==> config.mk <==
export PLATFORM = sky130hd
export DESIGN_NAME = clock_bank_gating_profile_select
export DESIGN_NICKNAME = d
export VERILOG_FILES = /design/src/verilog/clock_bank_pkg.sv /design/src/verilog/bank_clock_gate.sv /design/src/verilog/clock_bank_gating_profile_select.sv
export VERILOG_INCLUDE_DIRS = /design/src /design/src/verilog
export SDC_FILE = /design/constraint.sdc
export NUM_CORES = 1
export LEC_CHECK = 0
export BUFFER_PORTS_ARGS = -buffer_cell sky130_fd_sc_hd__clkbuf_2
export CAP_MARGIN = 10
export CORE_MARGIN = 8
export CORE_UTILIZATION = 45
export CTS_BUF_LIST = sky130_fd_sc_hd__clkbuf_4 sky130_fd_sc_hd__clkbuf_8
export DETAILED_ROUTE_END_ITERATION = 16
export GPL_TIMING_DRIVEN = 0
export SLEW_MARGIN = 20
export SYNTH_ARGS = -nofsm -noshare
export SYNTH_HDL_FRONTEND = slang
export SYNTH_HIERARCHICAL = 1
export SYNTH_SLANG_ARGS = --single-unit
==> constraint.sdc <==
create_clock -name clk -period 2.6 [get_ports clk]
set_input_delay 0 -clock clk [delete_from_list [all_inputs] [get_ports clk]]
set_output_delay 0 -clock clk [all_outputs]
set_load 0.005 [all_outputs]
==> src/verilog/clock_bank_cfg.svh <==
// Constants for the clock bank gating and profile select block
`ifndef CLOCK_BANK_CFG_SVH
`define CLOCK_BANK_CFG_SVH

// ----------------------------------------------------------------
// Timing
// ----------------------------------------------------------------
`define CLK_PERIOD_NS    20
`define LOSS_TIMEOUT_NS  1000
`define LOSS_TIMEOUT_CYC ((`LOSS_TIMEOUT_NS + `CLK_PERIOD_NS - 1) / `CLK_PERIOD_NS)
`define RESET_MIN_NS     100
`define RESET_MIN_CYC    ((`RESET_MIN_NS + `CLK_PERIOD_NS - 1) / `CLK_PERIOD_NS)
`define SETTLE_NS        2000
`define SETTLE_CYC       ((`SETTLE_NS + `CLK_PERIOD_NS - 1) / `CLK_PERIOD_NS)
`define CNT_W            8

// ----------------------------------------------------------------
// Register map
// ----------------------------------------------------------------
`define REG_CTRL         12'h000
`define REG_STATUS       12'h004
`define CTRL_THREE_BIT   0
`define CTRL_RSTPIN_BIT  1
`define CTRL_RESET       2'h3

// ----------------------------------------------------------------
// Divider increments, bank D in the top half-word, bank A lowest
// ----------------------------------------------------------------
`define ACC_W            16
`define INC_PROFILE1     64'h1000_0800_0400_0200
`define INC_PROFILE2     64'h2000_1000_0800_0400
`define INC_PROFILE3     64'h4000_2000_1000_0800

`endif

==> src/verilog/clock_bank_pkg.sv <==
// Types shared by the clock bank gating and profile select block
package clock_bank_pkg;

    typedef enum logic [2:0] {
        ST_POR        = 3'b000,
        ST_LOAD       = 3'b001,
        ST_SETTLE     = 3'b010,
        ST_RUN        = 3'b011,
        ST_RESET_HELD = 3'b100,
        ST_RESERVED   = 3'b101
    } plan_state_t;

    typedef logic [1:0] profile_t;

    typedef struct packed {
        logic       pin_alarm;
        logic [3:0] gates;
        logic       squelch;
        profile_t   profile;
        logic       lock_loss;
        logic       input_loss;
        logic       alarm;
    } status_t;

endpackage : clock_bank_pkg

==> src/verilog/bank_clock_gate.sv <==
// One output bank: fractional divider and glitch-free stop-low gate
`timescale 1ns/10ps
`default_nettype none
`include "clock_bank_cfg.svh"

module bank_clock_gate
    import clock_bank_pkg::*;
(
    // Clock and reset
    input  wire logic               clk,
    input  wire logic               rst,
    // Control
    input  wire logic               clear,
    input  wire logic [`ACC_W-1:0]  inc,
    input  wire logic               stop_req,
    // Outputs
    output logic      [1:0]         clocks_q,
    output logic                    gate_q
);

    logic [`ACC_W-1:0] acc_q;
    logic [`ACC_W-1:0] acc_d;
    logic              stop_q;
    logic              gate_d;

    // ------------------------------------------------------------
    // Fractional divider
    // ------------------------------------------------------------
    // Common clear keeps every bank phase-aligned after a load
    assign acc_d = clear ? '0 : acc_q + inc;

    always_ff @(posedge clk or posedge rst) begin
        if (rst) begin
            acc_q <= '0;
        end else begin
            acc_q <= acc_d;
        end
    end

    // ------------------------------------------------------------
    // Gate
    // ------------------------------------------------------------
    always_ff @(posedge clk or posedge rst) begin
        if (rst) begin
            stop_q <= 1'b1;
        end else begin
            stop_q <= stop_req;
        end
    end

    // Gate moves only while the clock is low, so no pulse is cut
    assign gate_d = (acc_d[`ACC_W-1] || clocks_q[0]) ? gate_q : !stop_q;

    always_ff @(posedge clk or posedge rst) begin
        if (rst) begin
            gate_q   <= 1'b0;
            clocks_q <= 2'b00;
        end else begin
            gate_q   <= gate_d;
            clocks_q <= {2{acc_d[`ACC_W-1] & gate_d}};
        end
    end
endmodule : bank_clock_gate
`default_nettype wire

==> src/verilog/clock_bank_gating_profile_select.sv <==
// Control logic of a four-bank clock generator: gating, profiles, alarm
// What this block does
// - Four banks of two clocks each, each bank with its own disable pin.
// - Master disable stops every bank regardless of bank pins.
// - A disabled bank drives both its clocks statically low.
// - Pin or lock-loss start and stop never produce a runt pulse; squelch clears the divider and can cut one.
// - Two-profile part: upper select 0 picks profile 1, 1 picks profile 2.
// - Three-profile part: 00 reserved, 01/10/11 pick profiles 1/2/3.
// - New select takes effect only on a long enough reset pin pulse.
// - All clocks squelched until the new profile is running.
// - Without a reset pin, select changes wait for power-on reset.
// - Alarm is the OR of input loss and lock loss.
// - On input loss alarm rises and outputs keep running.
// - On lock loss alarm rises and clock outputs are disabled.
// - Alarm clears when a suitable input returns; open-drain driver.
// - All outputs stay phase-aligned with one another.
// - Constant synthesis rate, one fractional divider per bank.
// - Disable pins: low enables, high disables.
// - Alarm reads 1 during input or lock loss, else 0.
`timescale 1ns/10ps
`default_nettype none
`include "clock_bank_cfg.svh"

module clock_bank_gating_profile_select
    import clock_bank_pkg::*;
(
    // Clock and power-on reset
    input  wire logic        clk,
    input  wire logic        rst,
    // APB slave
    input  wire logic        psel,
    input  wire logic        penable,
    input  wire logic        pwrite,
    input  wire logic [11:0] paddr,
    input  wire logic [31:0] pwdata,
    input  wire logic [3:0]  pstrb,
    output logic      [31:0] prdata,
    output logic             pready,
    output logic             pslverr,
    // Control pins
    input  wire logic        bank_a_disable_n,
    input  wire logic        bank_b_disable_n,
    input  wire logic        bank_c_disable_n,
    input  wire logic        bank_d_disable_n,
    input  wire logic        all_banks_disable_n,
    input  wire logic        plan_select_low,
    input  wire logic        plan_select_high,
    input  wire logic        device_reset,
    // Reference and synthesizer status
    input  wire logic        reference_clock_in,
    input  wire logic        lock_loss,
    // Open-drain alarm
    input  wire logic        input_loss_alarm_in,
    output logic             input_loss_alarm_out,
    output logic             input_loss_alarm_oe,
    // Bank clocks
    output logic      [1:0]  bank_a_clocks,
    output logic      [1:0]  bank_b_clocks,
    output logic      [1:0]  bank_c_clocks,
    output logic      [1:0]  bank_d_clocks
);

    // Literals cannot be part-selected, so the increment words live here
    localparam logic [63:0] INC_P1 = `INC_PROFILE1;
    localparam logic [63:0] INC_P2 = `INC_PROFILE2;
    localparam logic [63:0] INC_P3 = `INC_PROFILE3;

    plan_state_t          state_q;
    profile_t             profile_q;
    profile_t             decoded;
    logic [1:0]           ctrl_q;
    logic [`CNT_W-1:0]    settle_cnt_q;
    logic [`CNT_W-1:0]    rst_cnt_q;
    logic [`CNT_W-1:0]    loss_cnt_q;
    logic                 ref_prev_q;
    logic                 ref_edge;
    logic                 input_loss_q;
    logic                 lock_loss_q;
    logic                 alarm_q;
    logic                 squelch;
    logic                 rst_pin_on;
    logic [3:0]           bank_off;
    logic [3:0]           gates;
    logic [1:0]           bank_clk [4];
    status_t              status;

    assign rst_pin_on = ctrl_q[`CTRL_RSTPIN_BIT];
    assign squelch    = (state_q != ST_RUN);

    // ------------------------------------------------------------
    // Profile decode
    // ------------------------------------------------------------
    always_comb begin
        if (ctrl_q[`CTRL_THREE_BIT]) begin
            decoded = {plan_select_high, plan_select_low};
        end else begin
            decoded = plan_select_high ? 2'h2 : 2'h1;
        end
    end

    // ------------------------------------------------------------
    // Profile state machine
    // ------------------------------------------------------------
    always_ff @(posedge clk or posedge rst) begin
        if (rst) begin
            state_q      <= ST_POR;
            profile_q    <= 2'h0;
            settle_cnt_q <= '0;
        end else begin
            case (state_q)
                ST_POR: begin
                    state_q <= ST_LOAD;
                end
                ST_LOAD: begin
                    profile_q    <= decoded;
                    settle_cnt_q <= '0;
                    if (decoded == 2'h0) begin
                        state_q <= ST_RESERVED;
                    end else begin
                        state_q <= ST_SETTLE;
                    end
                end
                ST_SETTLE: begin
                    settle_cnt_q <= settle_cnt_q + 1'b1;
                    if (settle_cnt_q == `CNT_W'(`SETTLE_CYC - 1)) begin
                        state_q <= ST_RUN;
                    end
                end
                ST_RUN, ST_RESERVED: begin
                    // Selects are only looked at in ST_LOAD
                    if (rst_pin_on && device_reset) begin
                        state_q <= ST_RESET_HELD;
                    end
                end
                ST_RESET_HELD: begin
                    if (!device_reset) begin
                        if (rst_cnt_q >= `CNT_W'(`RESET_MIN_CYC)) begin
                            state_q <= ST_LOAD;
                        end else if (profile_q == 2'h0) begin
                            state_q <= ST_RESERVED;
                        end else begin
                            state_q <= ST_RUN;
                        end
                    end
                end
                default: begin
                    state_q <= ST_POR;
                end
            endcase
        end
    end

    // Short pulses are ignored; width counted while the pin is high
    always_ff @(posedge clk or posedge rst) begin
        if (rst) begin
            rst_cnt_q <= '0;
        end else if (state_q != ST_RESET_HELD) begin
            rst_cnt_q <= '0;
        end else if (device_reset && rst_cnt_q != `CNT_W'(`RESET_MIN_CYC)) begin
            rst_cnt_q <= rst_cnt_q + 1'b1;
        end
    end

    // ------------------------------------------------------------
    // Input loss and alarm
    // ------------------------------------------------------------
    assign ref_edge = reference_clock_in ^ ref_prev_q;

    always_ff @(posedge clk or posedge rst) begin
        if (rst) begin
            ref_prev_q   <= 1'b0;
            loss_cnt_q   <= '0;
            input_loss_q <= 1'b1;
        end else begin
            ref_prev_q <= reference_clock_in;
            if (ref_edge) begin
                loss_cnt_q   <= '0;
                input_loss_q <= 1'b0;
            end else if (loss_cnt_q == `CNT_W'(`LOSS_TIMEOUT_CYC)) begin
                input_loss_q <= 1'b1;
            end else begin
                loss_cnt_q <= loss_cnt_q + 1'b1;
            end
        end
    end

    always_ff @(posedge clk or posedge rst) begin
        if (rst) begin
            lock_loss_q          <= 1'b0;
            alarm_q              <= 1'b0;
            input_loss_alarm_out <= 1'b0;
            input_loss_alarm_oe  <= 1'b0;
        end else begin
            lock_loss_q          <= lock_loss;
            alarm_q              <= input_loss_q | lock_loss_q;
            // Driven only toward the active level, released otherwise
            input_loss_alarm_out <= input_loss_q | lock_loss_q;
            input_loss_alarm_oe  <= input_loss_q | lock_loss_q;
        end
    end

    // ------------------------------------------------------------
    // Banks
    // ------------------------------------------------------------
    // Pins read high as disable; input loss alone keeps clocks running
    assign bank_off = {bank_d_disable_n, bank_c_disable_n,
                       bank_b_disable_n, bank_a_disable_n};

    genvar i;
    generate
        for (i = 0; i < 4; i++) begin : g_bank
            logic [`ACC_W-1:0] inc;
            always_comb begin
                case (profile_q)
                    2'h1:    inc = INC_P1[i*`ACC_W +: `ACC_W];
                    2'h2:    inc = INC_P2[i*`ACC_W +: `ACC_W];
                    2'h3:    inc = INC_P3[i*`ACC_W +: `ACC_W];
                    default: inc = '0;
                endcase
            end
            bank_clock_gate u_bank (
                .clk      (clk),
                .rst      (rst),
                .clear    (squelch),
                .inc      (inc),
                .stop_req (bank_off[i] | all_banks_disable_n | squelch
                           | lock_loss_q),
                .clocks_q (bank_clk[i]),
                .gate_q   (gates[i])
            );
        end
    endgenerate

    assign bank_a_clocks = bank_clk[0];
    assign bank_b_clocks = bank_clk[1];
    assign bank_c_clocks = bank_clk[2];
    assign bank_d_clocks = bank_clk[3];

    // ------------------------------------------------------------
    // APB slave, one wait state
    // ------------------------------------------------------------
    always_comb begin
        status            = '0;
        status.alarm      = alarm_q;
        status.input_loss = input_loss_q;
        status.lock_loss  = lock_loss_q;
        status.profile    = profile_q;
        status.squelch    = squelch;
        status.gates      = gates;
        status.pin_alarm  = input_loss_alarm_in;
    end

    always_ff @(posedge clk or posedge rst) begin
        if (rst) begin
            ctrl_q  <= `CTRL_RESET;
            pready  <= 1'b0;
            pslverr <= 1'b0;
            prdata  <= 32'h0000_0000;
        end else if (psel && penable && !pready) begin
            pready  <= 1'b1;
            pslverr <= 1'b0;
            prdata  <= 32'h0000_0000;
            if (paddr == `REG_CTRL) begin
                if (pwrite && pstrb[0]) begin
                    ctrl_q <= pwdata[1:0];
                end
                prdata <= {30'h0, ctrl_q};
            end else if (paddr == `REG_STATUS) begin
                prdata <= {21'h0, status};
            end else begin
                pslverr <= 1'b1;
            end
        end else begin
            pready  <= 1'b0;
            pslverr <= 1'b0;
        end
    end
endmodule : clock_bank_gating_profile_select
`default_nettype wire

==> results of run 1 <==
power groups by stage:
stage | clock (uW) | sequential (uW) | combinational (uW)
6_report | 1940 | 2400 | 2900
5_1_grt | 2070 | 2440 | 3290
4_1_cts | 1980 | 2400 | 2760
3_5_place_dp | 0 | 2430 | 2690
3_3_place_gp | 0 | 2420 | 2680
2_1_floorplan | 0 | 2380 | 2240
flip-flops by register name, indices dropped and copies added (netlist names):
name and flops:
g_bank.u_bank/acc_q 64, prdata 11, loss_cnt_q 8, rst_cnt_q 8, settle_cnt_q 8, g_bank.u_bank/clocks_q 4, g_bank.u_bank/gate_q 4, g_bank.u_bank/stop_q 4
state_q 3, ctrl_q 2, profile_q 2, alarm_q 1, input_loss_q 1, lock_loss_q 1, pready 1, pslverr 1
ref_prev_q 1
worst register-to-register path: cells and delay by family, from the launching register on:
kind | cells | cell delay [ns]
AO/OA/AOI/OAI | 3 | 0.81
adder cells (fa/ha/maj) | 1 | 0.38
flip-flops | 1 | 0.46
AND/OR/NAND/NOR | 3 | 0.73
worst min path at each step:
stage | start | endpoint | slack, ns | depth (start not counted)
after floorplan | rst | g_bank[0].u_bank/acc_q[0] | -0.05 | 1
after global placement | lock_loss | lock_loss_q | 0.11 | 1
after detailed placement | lock_loss | lock_loss_q | 0.11 | 1
after CTS | psel | prdata[8] | 0.02 | 3
after global routing | psel | prdata[8] | 0.04 | 3
final | psel | prdata[8] | 0.03 | 3
per-stage QoR:
step	total power [uW]	hold WS, ns	TNS [ns]	area (sq um)
floorplan	4620	-0.0496	0	8070
global placement	5100	0.114	-0.602	8610
detailed placement	5120	0.111	-0.739	8640
CTS	7140	0.0161	0	9360
global route	7790	0.0422	0	9420
finish	7240	0.0304	0	9420
what timing repair did:
item,CTS,global route
hold endpoints to repair,113,0
setup endpoints to repair,8,10
buffers inserted,0,2
hold buffers,25,0
pin swaps,0,1
resized for setup,4,9
placed cells by master (no fill, tap or decap), types with 7 or more instances in the layout:
| cell | n |
|---|---|
| sky130_fd_sc_hd__conb_1 | 77 |
| sky130_fd_sc_hd__clkbuf_8 | 22 |
| sky130_fd_sc_hd__xor2_1 | 25 |
| sky130_fd_sc_hd__o21ai_0 | 45 |
| sky130_fd_sc_hd__dlygate4sd3_1 | 25 |
| sky130_fd_sc_hd__nor2b_1 | 10 |
| sky130_fd_sc_hd__o21ai_1 | 9 |
| sky130_fd_sc_hd__a21o_1 | 10 |
| sky130_fd_sc_hd__nor3_1 | 23 |
| sky130_fd_sc_hd__a21boi_0 | 9 |
| sky130_fd_sc_hd__buf_4 | 30 |
| sky130_fd_sc_hd__inv_1 | 24 |
| sky130_fd_sc_hd__nand3_1 | 16 |
| sky130_fd_sc_hd__nand2_1 | 38 |
| sky130_fd_sc_hd__dfrtp_1 | 115 |
| sky130_fd_sc_hd__dfstp_2 | 7 |
| sky130_fd_sc_hd__xnor2_1 | 28 |
| sky130_fd_sc_hd__and3_1 | 11 |
| sky130_fd_sc_hd__ha_1 | 66 |
| sky130_fd_sc_hd__o21a_1 | 10 |
| sky130_fd_sc_hd__nor2_1 | 92 |
| sky130_fd_sc_hd__or3_1 | 11 |
| sky130_fd_sc_hd__nand4_1 | 11 |
| sky130_fd_sc_hd__a211oi_1 | 21 |
| sky130_fd_sc_hd__o211ai_1 | 7 |
| sky130_fd_sc_hd__clkbuf_2 | 54 |
| sky130_fd_sc_hd__a21oi_1 | 40 |
| sky130_fd_sc_hd__a22o_1 | 10 |
| sky130_fd_sc_hd__or2_2 | 9 |
cell type report:
cell class / count / area share
Multi-Input combinational cell: 690 / 0.494
Sequential cell: 124 / 0.331
Timing Repair Buffer: 81 / 0.0592
Clock buffer: 22 / 0.0308
Tap cell: 225 / 0.0299
Buffer: 37 / 0.0283
Clock inverter: 10 / 0.0173
Inverter: 25 / 0.00996
metal layers:
metal / vias to the layer above / GRT usage / wire length, um
met5: - / 0 / 0
met4: 0 / 0.0535 / 129
met3: 9 / 0.0394 / 628
met2: 82 / 0.261 / 8000
met1: 2939 / 0.205 / 8010
li1: 3171 / - / -
kinds of logic (layout without fill, tap and decap cells):
group,after synthesis,count (layout)
other,1,77
flip-flops,124,124
AND/OR/NAND/NOR,269,269
adder cells (fa/ha/maj),70,70
buffers and inverters,62,175
AO/OA/AOI/OAI,213,213
multiplexers,8,8
XOR/XNOR,53,53
==> summary.txt, run 1 <==
Yosys
  • Fraction of registers with async set/reset: 1.00
  • Simple logic cell fraction of the synthesized area: 0.178
  • Most instantiated flip-flop cell in the synthesis netlist: sky130_fd_sc_hd__dfrtp_1
  • Synthesized-area fraction occupied by adder cells: 0.116
  • Number of cells produced by synthesis: 800
  • Largest family of logic cells by synthesized area: compound AO/OA/AOI/OAI gates
  • Proportion of synthesized chip area in sequential cells: 0.400
  • Flop and latch count out of synthesis: 124
  • Netlist Area Pre-Place: 0.00778 sq mm
  • Average instance area after synthesis: 9.72 sq um
  • Commonest cells in the synthesized netlist: 117 x sky130_fd_sc_hd__dfrtp_1, 92 x sky130_fd_sc_hd__nor2_1, 66 x sky130_fd_sc_hd__ha_1
  • Count of flip-flops with a built-in enable after synthesis: 0
  • Biggest area consumer among synthesized cells: sky130_fd_sc_hd__dfrtp_1
  • Post-synthesis mux area share: 0.0106
  • Number of unique standard cell types used by synthesis: 70
  • Count leader, synth: sky130_fd_sc_hd__dfrtp_1
  • Synth top area cells: sky130_fd_sc_hd__dfrtp_1 38%, sky130_fd_sc_hd__ha_1 11%, sky130_fd_sc_hd__nor2_1 4.4%, sky130_fd_sc_hd__xnor2_1 3.2%, sky130_fd_sc_hd__o21ai_0 2.9%
  • Parity-gate share of the synthesized area counting xor and xnor cells: 0.0597
  • Synthesis Warnings: 6
  • Synth Area in Compound Gates: 0.188
  • Area share of the largest cell type after synthesis: 0.376

Cells and area
  • Antenna fix cells: 0
  • Reg area: 0.00311 sq mm
  • Post-Route Utilization: 0.550
  • Number of nets in the final layout: 1110
  • Filler cell count: 1594
  • Post-Layout Cell Count: 1214
  • Synthesis-to-layout area growth: 21.1%
  • Layout cells sized above 1: 0.186
  • Footprint of the multi-input gates: 0.00465 sq mm

Critical path
  • Worst stage delay on the critical path: 0.46 ns
  • Worst Setup SP: profile_q[1]
  • Crit-path leading delay family: compound AO/OA/AOI/OAI gates
  • Critical path capture point: g_bank[1].u_bank/gate_q
  • Worst Setup End Kind: flop
  • Data required time of the critical path: 2.94 ns
  • Buf/Inv on CP: 0
  • Cells on worst reg2reg path: 7
  • Reg-to-reg endpoint: g_bank[1].u_bank/gate_q
  • Biggest fanout along the worst timing path: 6
  • Critical path start-end classification: flop to flop
  • Cell with the largest stage delay on the worst path: sky130_fd_sc_hd__dfrtp_2
  • Type of element launching the critical path: flop
  • Crit path depth: 7
  • Worst-path cell chain: and2_2 -> ha_1 -> and3_1 -> a311oi_1 -> a21oi_1 -> or2_0 -> a221o_1
  • Worst reg-to-reg setup slack: 0.11 ns
  • Reg2reg start: profile_q[1]
  • Arrival time of the worst setup path: 2.83 ns

Pwr
  • Combinational share of power: 0.400
  • Share of total power consumed by net switching: 0.365
  • Pwr Density: 768 mW/mm^2
  • Fraction of power consumed by sequential logic: 0.332
  • P_leak: 0.00458 uW
  • Clock network fraction of total power: 0.268
  • Sw Pwr: 2650 uW
  • Internal power: 4590 uW
  • Max VDD drop: 425 uV

Drt
  • DRC violations left: 0
  • Via-per-instance ratio: 5.11
  • Via count: 6201
  • Routed wire length: 16.8 mm
  • Routed length per placed instance: 13.8 um
  • Length of the first detailed-routing pass in iterations: 4
  • First DRT Iteration DRCs: 262
  • ANT nets after route: 0

Status
  • Result of the run: finished clean

Worst hold path
  • Hold/Removal Path Class: input port to flop

Clock tree
  • CTS tree: built
  • Clock network latency to the later pin of the worst-skew pair: 0.45 ns
  • CTS Sinks: 124
  • Max Buffers Root-to-Sink: 2
  • Maximum level of the CTS H-tree: 4
  • CTS buffer count: 17
  • Clock transition time at the flip-flop clock pins of the worst setup and hold paths: 0.08 ns
  • Clk root buf: sky130_fd_sc_hd__clkbuf_8

Floorplan
  • Core Region: 0.0171 sq mm
  • Num rows: 48
  • Die area: 0.0218 sq mm
  • Starting density of the core: 0.455
  • Die extent in y: 147 um
  • Count of boundary I/O pins: 108
  • Die X-Extent: 147 um

Place
  • Count of input and output buffers: 53
  • Worst slack, placed: -0.308 ns
  • Placed instance count: 1155
  • GP Congestion: 0.817
  • Total half-perimeter wirelength after legalization and detailed placement: 12.1 mm

Global routing
  • Wire length of the first global-routing pass: 28.8 mm
  • Vias in the first global route: 6085
  • Antenna violations before repair: 0
  • Tot GR Track Use: 0.161
  • Overflow left after global routing: 0
  • Pin count of the biggest net entering global routing: 27

STA
  • Slew @ Worst Pin: 0.793 ns
  • Setup repair after global routing missed its margin: no
  • Final worst-path setup slack: 0.111 ns
  • Slew Viols, Final: 0
  • Final setup skew: 0.0147 ns
  • Final hold violation count: 0
  • Min Tclk post-route: 2.49 ns
  • Relative slew slack: 0.471
  • Highest attainable clock frequency: 402 MHz
  • Part of the cycle the worst path needs: 0.957
  • Final Setup Violations: 0

Run
  • Max-cap violations: 0
(Power assumes the default switching activity.)
==> run 2, diff against run 1 <==
--- a/config.mk
+++ b/config.mk
@@ -9,10 +9,12 @@
 export BUFFER_PORTS_ARGS = -buffer_cell sky130_fd_sc_hd__clkbuf_2
 export CAP_MARGIN = 10
 export CORE_MARGIN = 8
-export CORE_UTILIZATION = 45
+export CORE_UTILIZATION = 61
 export CTS_BUF_LIST = sky130_fd_sc_hd__clkbuf_4 sky130_fd_sc_hd__clkbuf_8
 export DETAILED_ROUTE_END_ITERATION = 16
 export GPL_TIMING_DRIVEN = 0
+export MAX_ROUTING_LAYER = met4
+export PLACE_DENSITY = 0.84
 export SLEW_MARGIN = 20
 export SYNTH_ARGS = -nofsm -noshare
 export SYNTH_HDL_FRONTEND = slang
==> run 2 against run 1 <==
- die area down 24%
- setup slack worse by 0.092 ns
- global-route usage up 6.8 points
- clock power down 2%
- first-iteration DRC count up 64%
- sequential power about the same
- clock skew about the same
- cell area down 0.82%
- critical path depth up 1
- critical endpoint is now ctrl_q[1]
- largest cell class unchanged
==> summary.txt, run 2 (synthesized netlist as in run 1, its figures left out) <==
Global routing
  • Overflow left after global routing: 0
  • Pin count of the biggest net entering global routing: 26
  • Vias in the first global route: 6409
  • Antenna violations before repair: 1
  • Wire length of the first global-routing pass: 29.7 mm
  • Tot GR Track Use: 0.229

Cells and area
  • Most common library cell in the layout ignoring fill and taps: sky130_fd_sc_hd__dfrtp_1
  • Layout cells sized above 1: 0.189
  • Leading registers by flop count: g_bank.u_bank/acc_q (64), prdata (11)
  • Number of nets in the final layout: 1110
  • Most frequent cells in the layout: 115 x sky130_fd_sc_hd__dfrtp_1, 92 x sky130_fd_sc_hd__nor2_1, 77 x sky130_fd_sc_hd__conb_1
  • Reg with most FFs: g_bank.u_bank/acc_q
  • Summed area of non-filler cells in the final layout: 0.00934 sq mm
  • Flip-flop count of the largest register after layout: 64
  • Synthesis-to-layout area growth: 20.1%

Floorplan
  • Die X-Extent: 129 um
  • Count of boundary I/O pins: 108
  • Die area: 0.0166 sq mm
  • Num rows: 41
  • Starting density of the core: 0.622
  • Die extent in y: 129 um
  • Core Region: 0.0125 sq mm

Drt
  • Via-per-instance ratio: 5.61
  • Length of the first detailed-routing pass in iterations: 5
  • Routed length per placed instance: 15.8 um
  • First DRT Iteration DRCs: 430
  • Routed wire length: 18.3 mm
  • ANT nets after route: 0
  • DRC violations left: 0
  • Via count: 6520

Place
  • Total half-perimeter wirelength after legalization and detailed placement: 11.9 mm
  • Placed cell areas: 0.00857 sq mm
  • Count of input and output buffers: 53
  • GP Congestion: 0.853

Pwr
  • Combinational share of power: 0.408
  • Fraction of power consumed by sequential logic: 0.331
  • Share of total power consumed by net switching: 0.377
  • Clock network fraction of total power: 0.261
  • Pwr Density: 778 mW/mm^2
  • Overall Power: 7270 uW
  • P_leak: 0.00457 uW
  • Max VDD drop: 469 uV
  • Internal power: 4530 uW
  • Sw Pwr: 2740 uW

Critical path
  • Worst Setup End Kind: flop
  • Arrival time of the worst setup path: 2.96 ns
  • Worst reg-to-reg setup slack: 0.04 ns
  • Critical path start-end classification: input port to flop
  • Type of element launching the critical path: input port
  • Reg2reg start: profile_q[1]
  • Biggest fanout along the worst timing path: 4
  • Cells on worst reg2reg path: 8
  • Reg-to-reg endpoint: g_bank[1].u_bank/gate_q
  • Data required time of the critical path: 2.98 ns

Clock tree
  • Clock network latency to the later pin of the worst-skew pair: 0.45 ns
  • Clock transition time at the flip-flop clock pins of the worst setup and hold paths: 0.07 ns
  • Max Buffers Root-to-Sink: 2
  • Maximum level of the CTS H-tree: 4
  • CTS tree: built
  • CTS Sinks: 124
  • CTS buffer count: 17
  • Clk root buf: sky130_fd_sc_hd__clkbuf_8

Worst hold path
  • Worst hold stages: 3
  • Hold/Removal Path Class: input port to flop
  • Launch point of the worst hold path: psel
  • Hold-critical path endpoint: prdata[9]

STA
  • Final setup skew: 0.0145 ns
  • Final hold violation count: 0
  • Min Tclk post-route: 2.58 ns
  • Part of the cycle the worst path needs: 0.993
  • Relative slew slack: 0.472
  • Hold slack: 0.0641 ns
  • Highest attainable clock frequency: 387 MHz
  • Final Setup Violations: 0
  • Slew @ Worst Pin: 0.791 ns
  • Slew Viols, Final: 0

Status
  • Result of the run: finished clean

Run
  • Max-cap violations: 0
[run 2: changes by cell type in the layout (fill, tap and decap cells not counted), sizes merged]
cell / change
clkinv: +3
inv: +1
diode: +1
clkbuf: -4
[run 2: worst max-delay path by stage]
stage,start,end,slack (ns),cells past startpoint
global route,profile_q[1],g_bank[1].u_bank/gate_q,-0.03,8
detailed placement,profile_q[1],g_bank[0].u_bank/gate_q,-0.28,8
global placement,profile_q[1],g_bank[0].u_bank/gate_q,-0.17,8
floorplan,profile_q[1],g_bank[0].u_bank/gate_q,0.23,8
CTS,profile_q[1],g_bank[1].u_bank/gate_q,0.02,7
finish,paddr[10],ctrl_q[1],0.02,8
[run 2: repair_timing]
action | 4_1_cts | 5_1_grt
setup buffers | 0 | 2
hold buffers | 25 | 0
resized for setup | 5 | 10
endpoints found under the hold margin | 118 | 0
setup endpoints to repair | 6 | 7
pin swaps | 0 | 4
[run 2: per-stage QoR]
stage / util / TNS (ns) / worst slack (ns) / cells
6_report: 0.747 / 0 / 0.0190 / 1162
5_1_grt: 0.747 / -0.0471 / -0.0297 / 1162
4_1_cts: 0.742 / 0 / 0.0172 / 1159
3_5_place_dp: 0.685 / -0.517 / -0.281 / 1102
3_3_place_gp: 0.683 / -0.244 / -0.175 / 1101
2_1_floorplan: - / 0 / 0.234 / 876
[run 2: layer usage]
layer	part of all wire	global-route usage	wire [um]	vias to the layer above
li1	-	-	-	3171
met5	0	-	0	-
met3	0.045	0.0621	831	26
met1	0.42	0.270	7780	3148
met2	0.52	0.381	9490	175
met4	0.012	0.0525	226	0
[run 2: power groups by stage]
stage	clock, uW	combinational, uW	sequential, uW
after floorplan	0	2240	2380
after global placement	0	2620	2410
after detailed placement	0	2680	2430
after CTS	1920	2760	2400
after global routing	2020	3300	2440
final	1900	2970	2410
[run 2: layout make-up]
cell class                      count  area [sq um]
Buffer                             37           267
Clock buffer                       18           248
Timing Repair Buffer               81           558
Tap cell                          172           215
Clock inverter                     14           194
Inverter                           25          93.8
Sequential cell                   124          3110
Antenna cell                        1          2.50
Fill cell                         888          3170
Multi-Input combinational cell    690          4650
[run 2: critical path, stage by stage]
cell,delay [ns]
sky130_fd_sc_hd__dlygate4sd3_1,0.54
sky130_fd_sc_hd__clkbuf_2,0.11
sky130_fd_sc_hd__nor4_1,0.26
sky130_fd_sc_hd__dlygate4sd3_1,0.61
sky130_fd_sc_hd__nand4_1,0.26
sky130_fd_sc_hd__nor3_2,0.26
sky130_fd_sc_hd__mux2_2,0.36
sky130_fd_sc_hd__dlygate4sd3_1,0.55
==> run 3, diff against run 2 <==
--- a/config.mk
+++ b/config.mk
@@ -9,14 +9,15 @@
 export BUFFER_PORTS_ARGS = -buffer_cell sky130_fd_sc_hd__clkbuf_2
 export CAP_MARGIN = 10
 export CORE_MARGIN = 8
-export CORE_UTILIZATION = 61
-export CTS_BUF_LIST = sky130_fd_sc_hd__clkbuf_4 sky130_fd_sc_hd__clkbuf_8
+export CORE_UTILIZATION = 59
+export CTS_BUF_LIST = sky130_fd_sc_hd__clkbuf_8 sky130_fd_sc_hd__clkbuf_16
 export DETAILED_ROUTE_END_ITERATION = 16
 export GPL_TIMING_DRIVEN = 0
 export MAX_ROUTING_LAYER = met4
-export PLACE_DENSITY = 0.84
+export PLACE_DENSITY = 0.82
 export SLEW_MARGIN = 20
 export SYNTH_ARGS = -nofsm -noshare
 export SYNTH_HDL_FRONTEND = slang
 export SYNTH_HIERARCHICAL = 1
 export SYNTH_SLANG_ARGS = --single-unit
+export TNS_END_PERCENT = 20
==> run 3 against run 2 <==
- routed wire length shrank 3.3%
- cell area grew 0.51%
- highest routed layer unchanged
- critical path depth is the same
- sequential share of layout area shrank 0.20 points
- via count shrank 1.6%
- clock skew shrank 0.0070 ns
- non-clock buffer count shrank 11
- setup slack gained 0.018 ns
- worst hold slack lost 0.052 ns
- combinational power is essentially flat
- register-to-register slack is essentially flat
- count of clock-buffer cells in the layout grew 2
==> summary.txt, run 3 (synthesized netlist as in run 1, its figures left out) <==
Drt
  • ANT nets after route: 0
  • Total met3 wirelength after detailed routing: 719 um
  • Detail Route met2 WL: 9.12 mm
  • Met1 Routed Length: 7.58 mm
  • Routed wire length: 17.7 mm
  • First DRT Iteration DRCs: 391
  • Max Used Layer: met4
  • Routed length per placed instance: 15.4 um
  • DRC violations left: 0
  • Length of the first detailed-routing pass in iterations: 6
  • Via count: 6414
  • Via-per-instance ratio: 5.56

Global routing
  • Pin count of the biggest net entering global routing: 32
  • Overflow left after global routing: 0
  • Wire length of the first global-routing pass: 29.3 mm
  • Tot GR Track Use: 0.220
  • Antenna violations before repair: 0
  • Vias in the first global route: 6389

Clock tree
  • CTS tree: built
  • Max Buffers Root-to-Sink: 2
  • Maximum level of the CTS H-tree: 4
  • Clk root buf: sky130_fd_sc_hd__clkbuf_16
  • CTS Sinks: 124
  • CTS buffer count: 17
  • Clock network latency to the later pin of the worst-skew pair: 0.41 ns
  • Clock transition time at the flip-flop clock pins of the worst setup and hold paths: 0.06 ns

Cells and area
  • Reg with most FFs: g_bank.u_bank/acc_q
  • Most frequent cells in the layout: 117 x sky130_fd_sc_hd__dfrtp_1, 92 x sky130_fd_sc_hd__nor2_1, 77 x sky130_fd_sc_hd__conb_1
  • Synthesis-to-layout area growth: 20.7%
  • Most common library cell in the layout ignoring fill and taps: sky130_fd_sc_hd__dfrtp_1
  • Flip-flop count of the largest register after layout: 64
  • Post-Route Utilization: 0.718
  • Antenna fix cells: 0
  • Layout cells sized above 1: 0.183
  • Leading registers by flop count: g_bank.u_bank/acc_q (64), prdata (11)
  • Number of nets in the final layout: 1099

Floorplan
  • Die extent in y: 131 um
  • Core Region: 0.0131 sq mm
  • Die X-Extent: 131 um
  • Starting density of the core: 0.595
  • Num rows: 42
  • Count of boundary I/O pins: 108
  • Die area: 0.0171 sq mm

Critical path
  • Biggest fanout along the worst timing path: 6
  • Reg2reg start: profile_q[0]
  • Data required time of the critical path: 2.88 ns
  • Type of element launching the critical path: flop
  • Worst Setup End Kind: flop
  • Arrival time of the worst setup path: 2.85 ns
  • Worst reg-to-reg setup slack: 0.04 ns
  • Critical path start-end classification: flop to flop
  • Worst Setup SP: profile_q[0]

STA
  • Final hold violation count: 0
  • Slew @ Worst Pin: 0.784 ns
  • Post-Route Setup TNS: 0 ns
  • Slew Viols, Final: 0
  • Setup repair after global routing missed its margin: yes
  • Hold slack: 0.0120 ns
  • Min Tclk post-route: 2.56 ns
  • Highest attainable clock frequency: 390 MHz
  • Final setup skew: 0.00744 ns
  • Part of the cycle the worst path needs: 0.986
  • Final Setup Violations: 0
  • Relative slew slack: 0.477

Pwr
  • Pwr Density: 828 mW/mm^2
  • Max VDD drop: 624 uV
  • P_leak: 0.00459 uW

Place
  • Count of input and output buffers: 53
  • GP Congestion: 0.869
  • Total half-perimeter wirelength after legalization and detailed placement: 11.8 mm

Worst hold path
  • Hold/Removal Path Class: input port to flop
  • Launch point of the worst hold path: pstrb[0]

Run
  • Max-cap violations: 0

Status
  • Result of the run: finished clean
## run 3: cell count changes in the layout (fill, tap and decap cells not counted), sizes merged
cell | before | now
dlygate4sd3 | 25 | 16
buf | 32 | 30
clkbuf | 79 | 81
clkinv | 7 | 5
bufinv | 4 | 3
clkinvlp | 2 | 3
diode | 1 | 0
## run 3: cell type report
type | instances | area [sq um]
Sequential cell | 124 | 3110
Multi-Input combinational cell | 690 | 4640
Buffer | 37 | 267
Fill cell | 951 | 3690
Clock buffer | 20 | 467
Inverter | 25 | 93.8
Tap cell | 176 | 220
Timing Repair Buffer | 70 | 445
Clock inverter | 12 | 145
## run 3: worst paths after layout
| check | depth (start not counted) | end |
|---|---|---|
| setup / recovery | 8 | g_bank[2].u_bank/gate_q |
| hold / removal | 4 | ctrl_q[0] |
| setup reg to reg | 8 | g_bank[2].u_bank/gate_q |
| hold reg to reg | 1 | settle_cnt_q[6] |
| max in group asynchronous | 3 | g_bank[2].u_bank/acc_q[13] |
| min in group asynchronous | 3 | loss_cnt_q[4] |
## run 3: per-stage QoR
stage / instances / instance area, sq um / total power [uW] / setup slack [ns]
after floorplan: 876 / 8070 / 4620 / 0.234
after global placement: 1105 / 8550 / 5040 / -0.206
after detailed placement: 1106 / 8570 / 5110 / -0.240
after CTS: 1154 / 9360 / 7640 / -0.0206
after global routing: 1154 / 9390 / 8240 / -0.0703
final: 1154 / 9390 / 7770 / 0.0368
## run 3: routing by layer
layer  vias up  global-route usage
met5         -                   -
met4         0              0.0675
met3        25              0.0455
met2       135               0.374
met1      3106               0.258
li1       3148                   -
## run 3: what timing repair did
item                       CTS  global route
pin swaps                    0             1
buffers inserted             0             0
hold endpoints to repair   102             0
gates resized for setup      5             5
hold buffers                16             0
setup endpoints to repair    6             4
## run 3: critical path: stages, from the launching register on
cell and delay (ns):
sky130_fd_sc_hd__dfrtp_1 0.47, sky130_fd_sc_hd__nor2b_2 0.41, sky130_fd_sc_hd__ha_1 0.31, sky130_fd_sc_hd__nand3_1 0.10, sky130_fd_sc_hd__a21boi_0 0.27, sky130_fd_sc_hd__a311oi_2 0.08, sky130_fd_sc_hd__and3_1 0.19, sky130_fd_sc_hd__or2_0 0.24
sky130_fd_sc_hd__a221o_1 0.35
## run 3: power breakdown
group / switching (uW) / total, uW / internal (uW)
clock: 860 / 2430 / 1570
combinational: 1740 / 2940 / 1200
sequential: 174 / 2400 / 2230
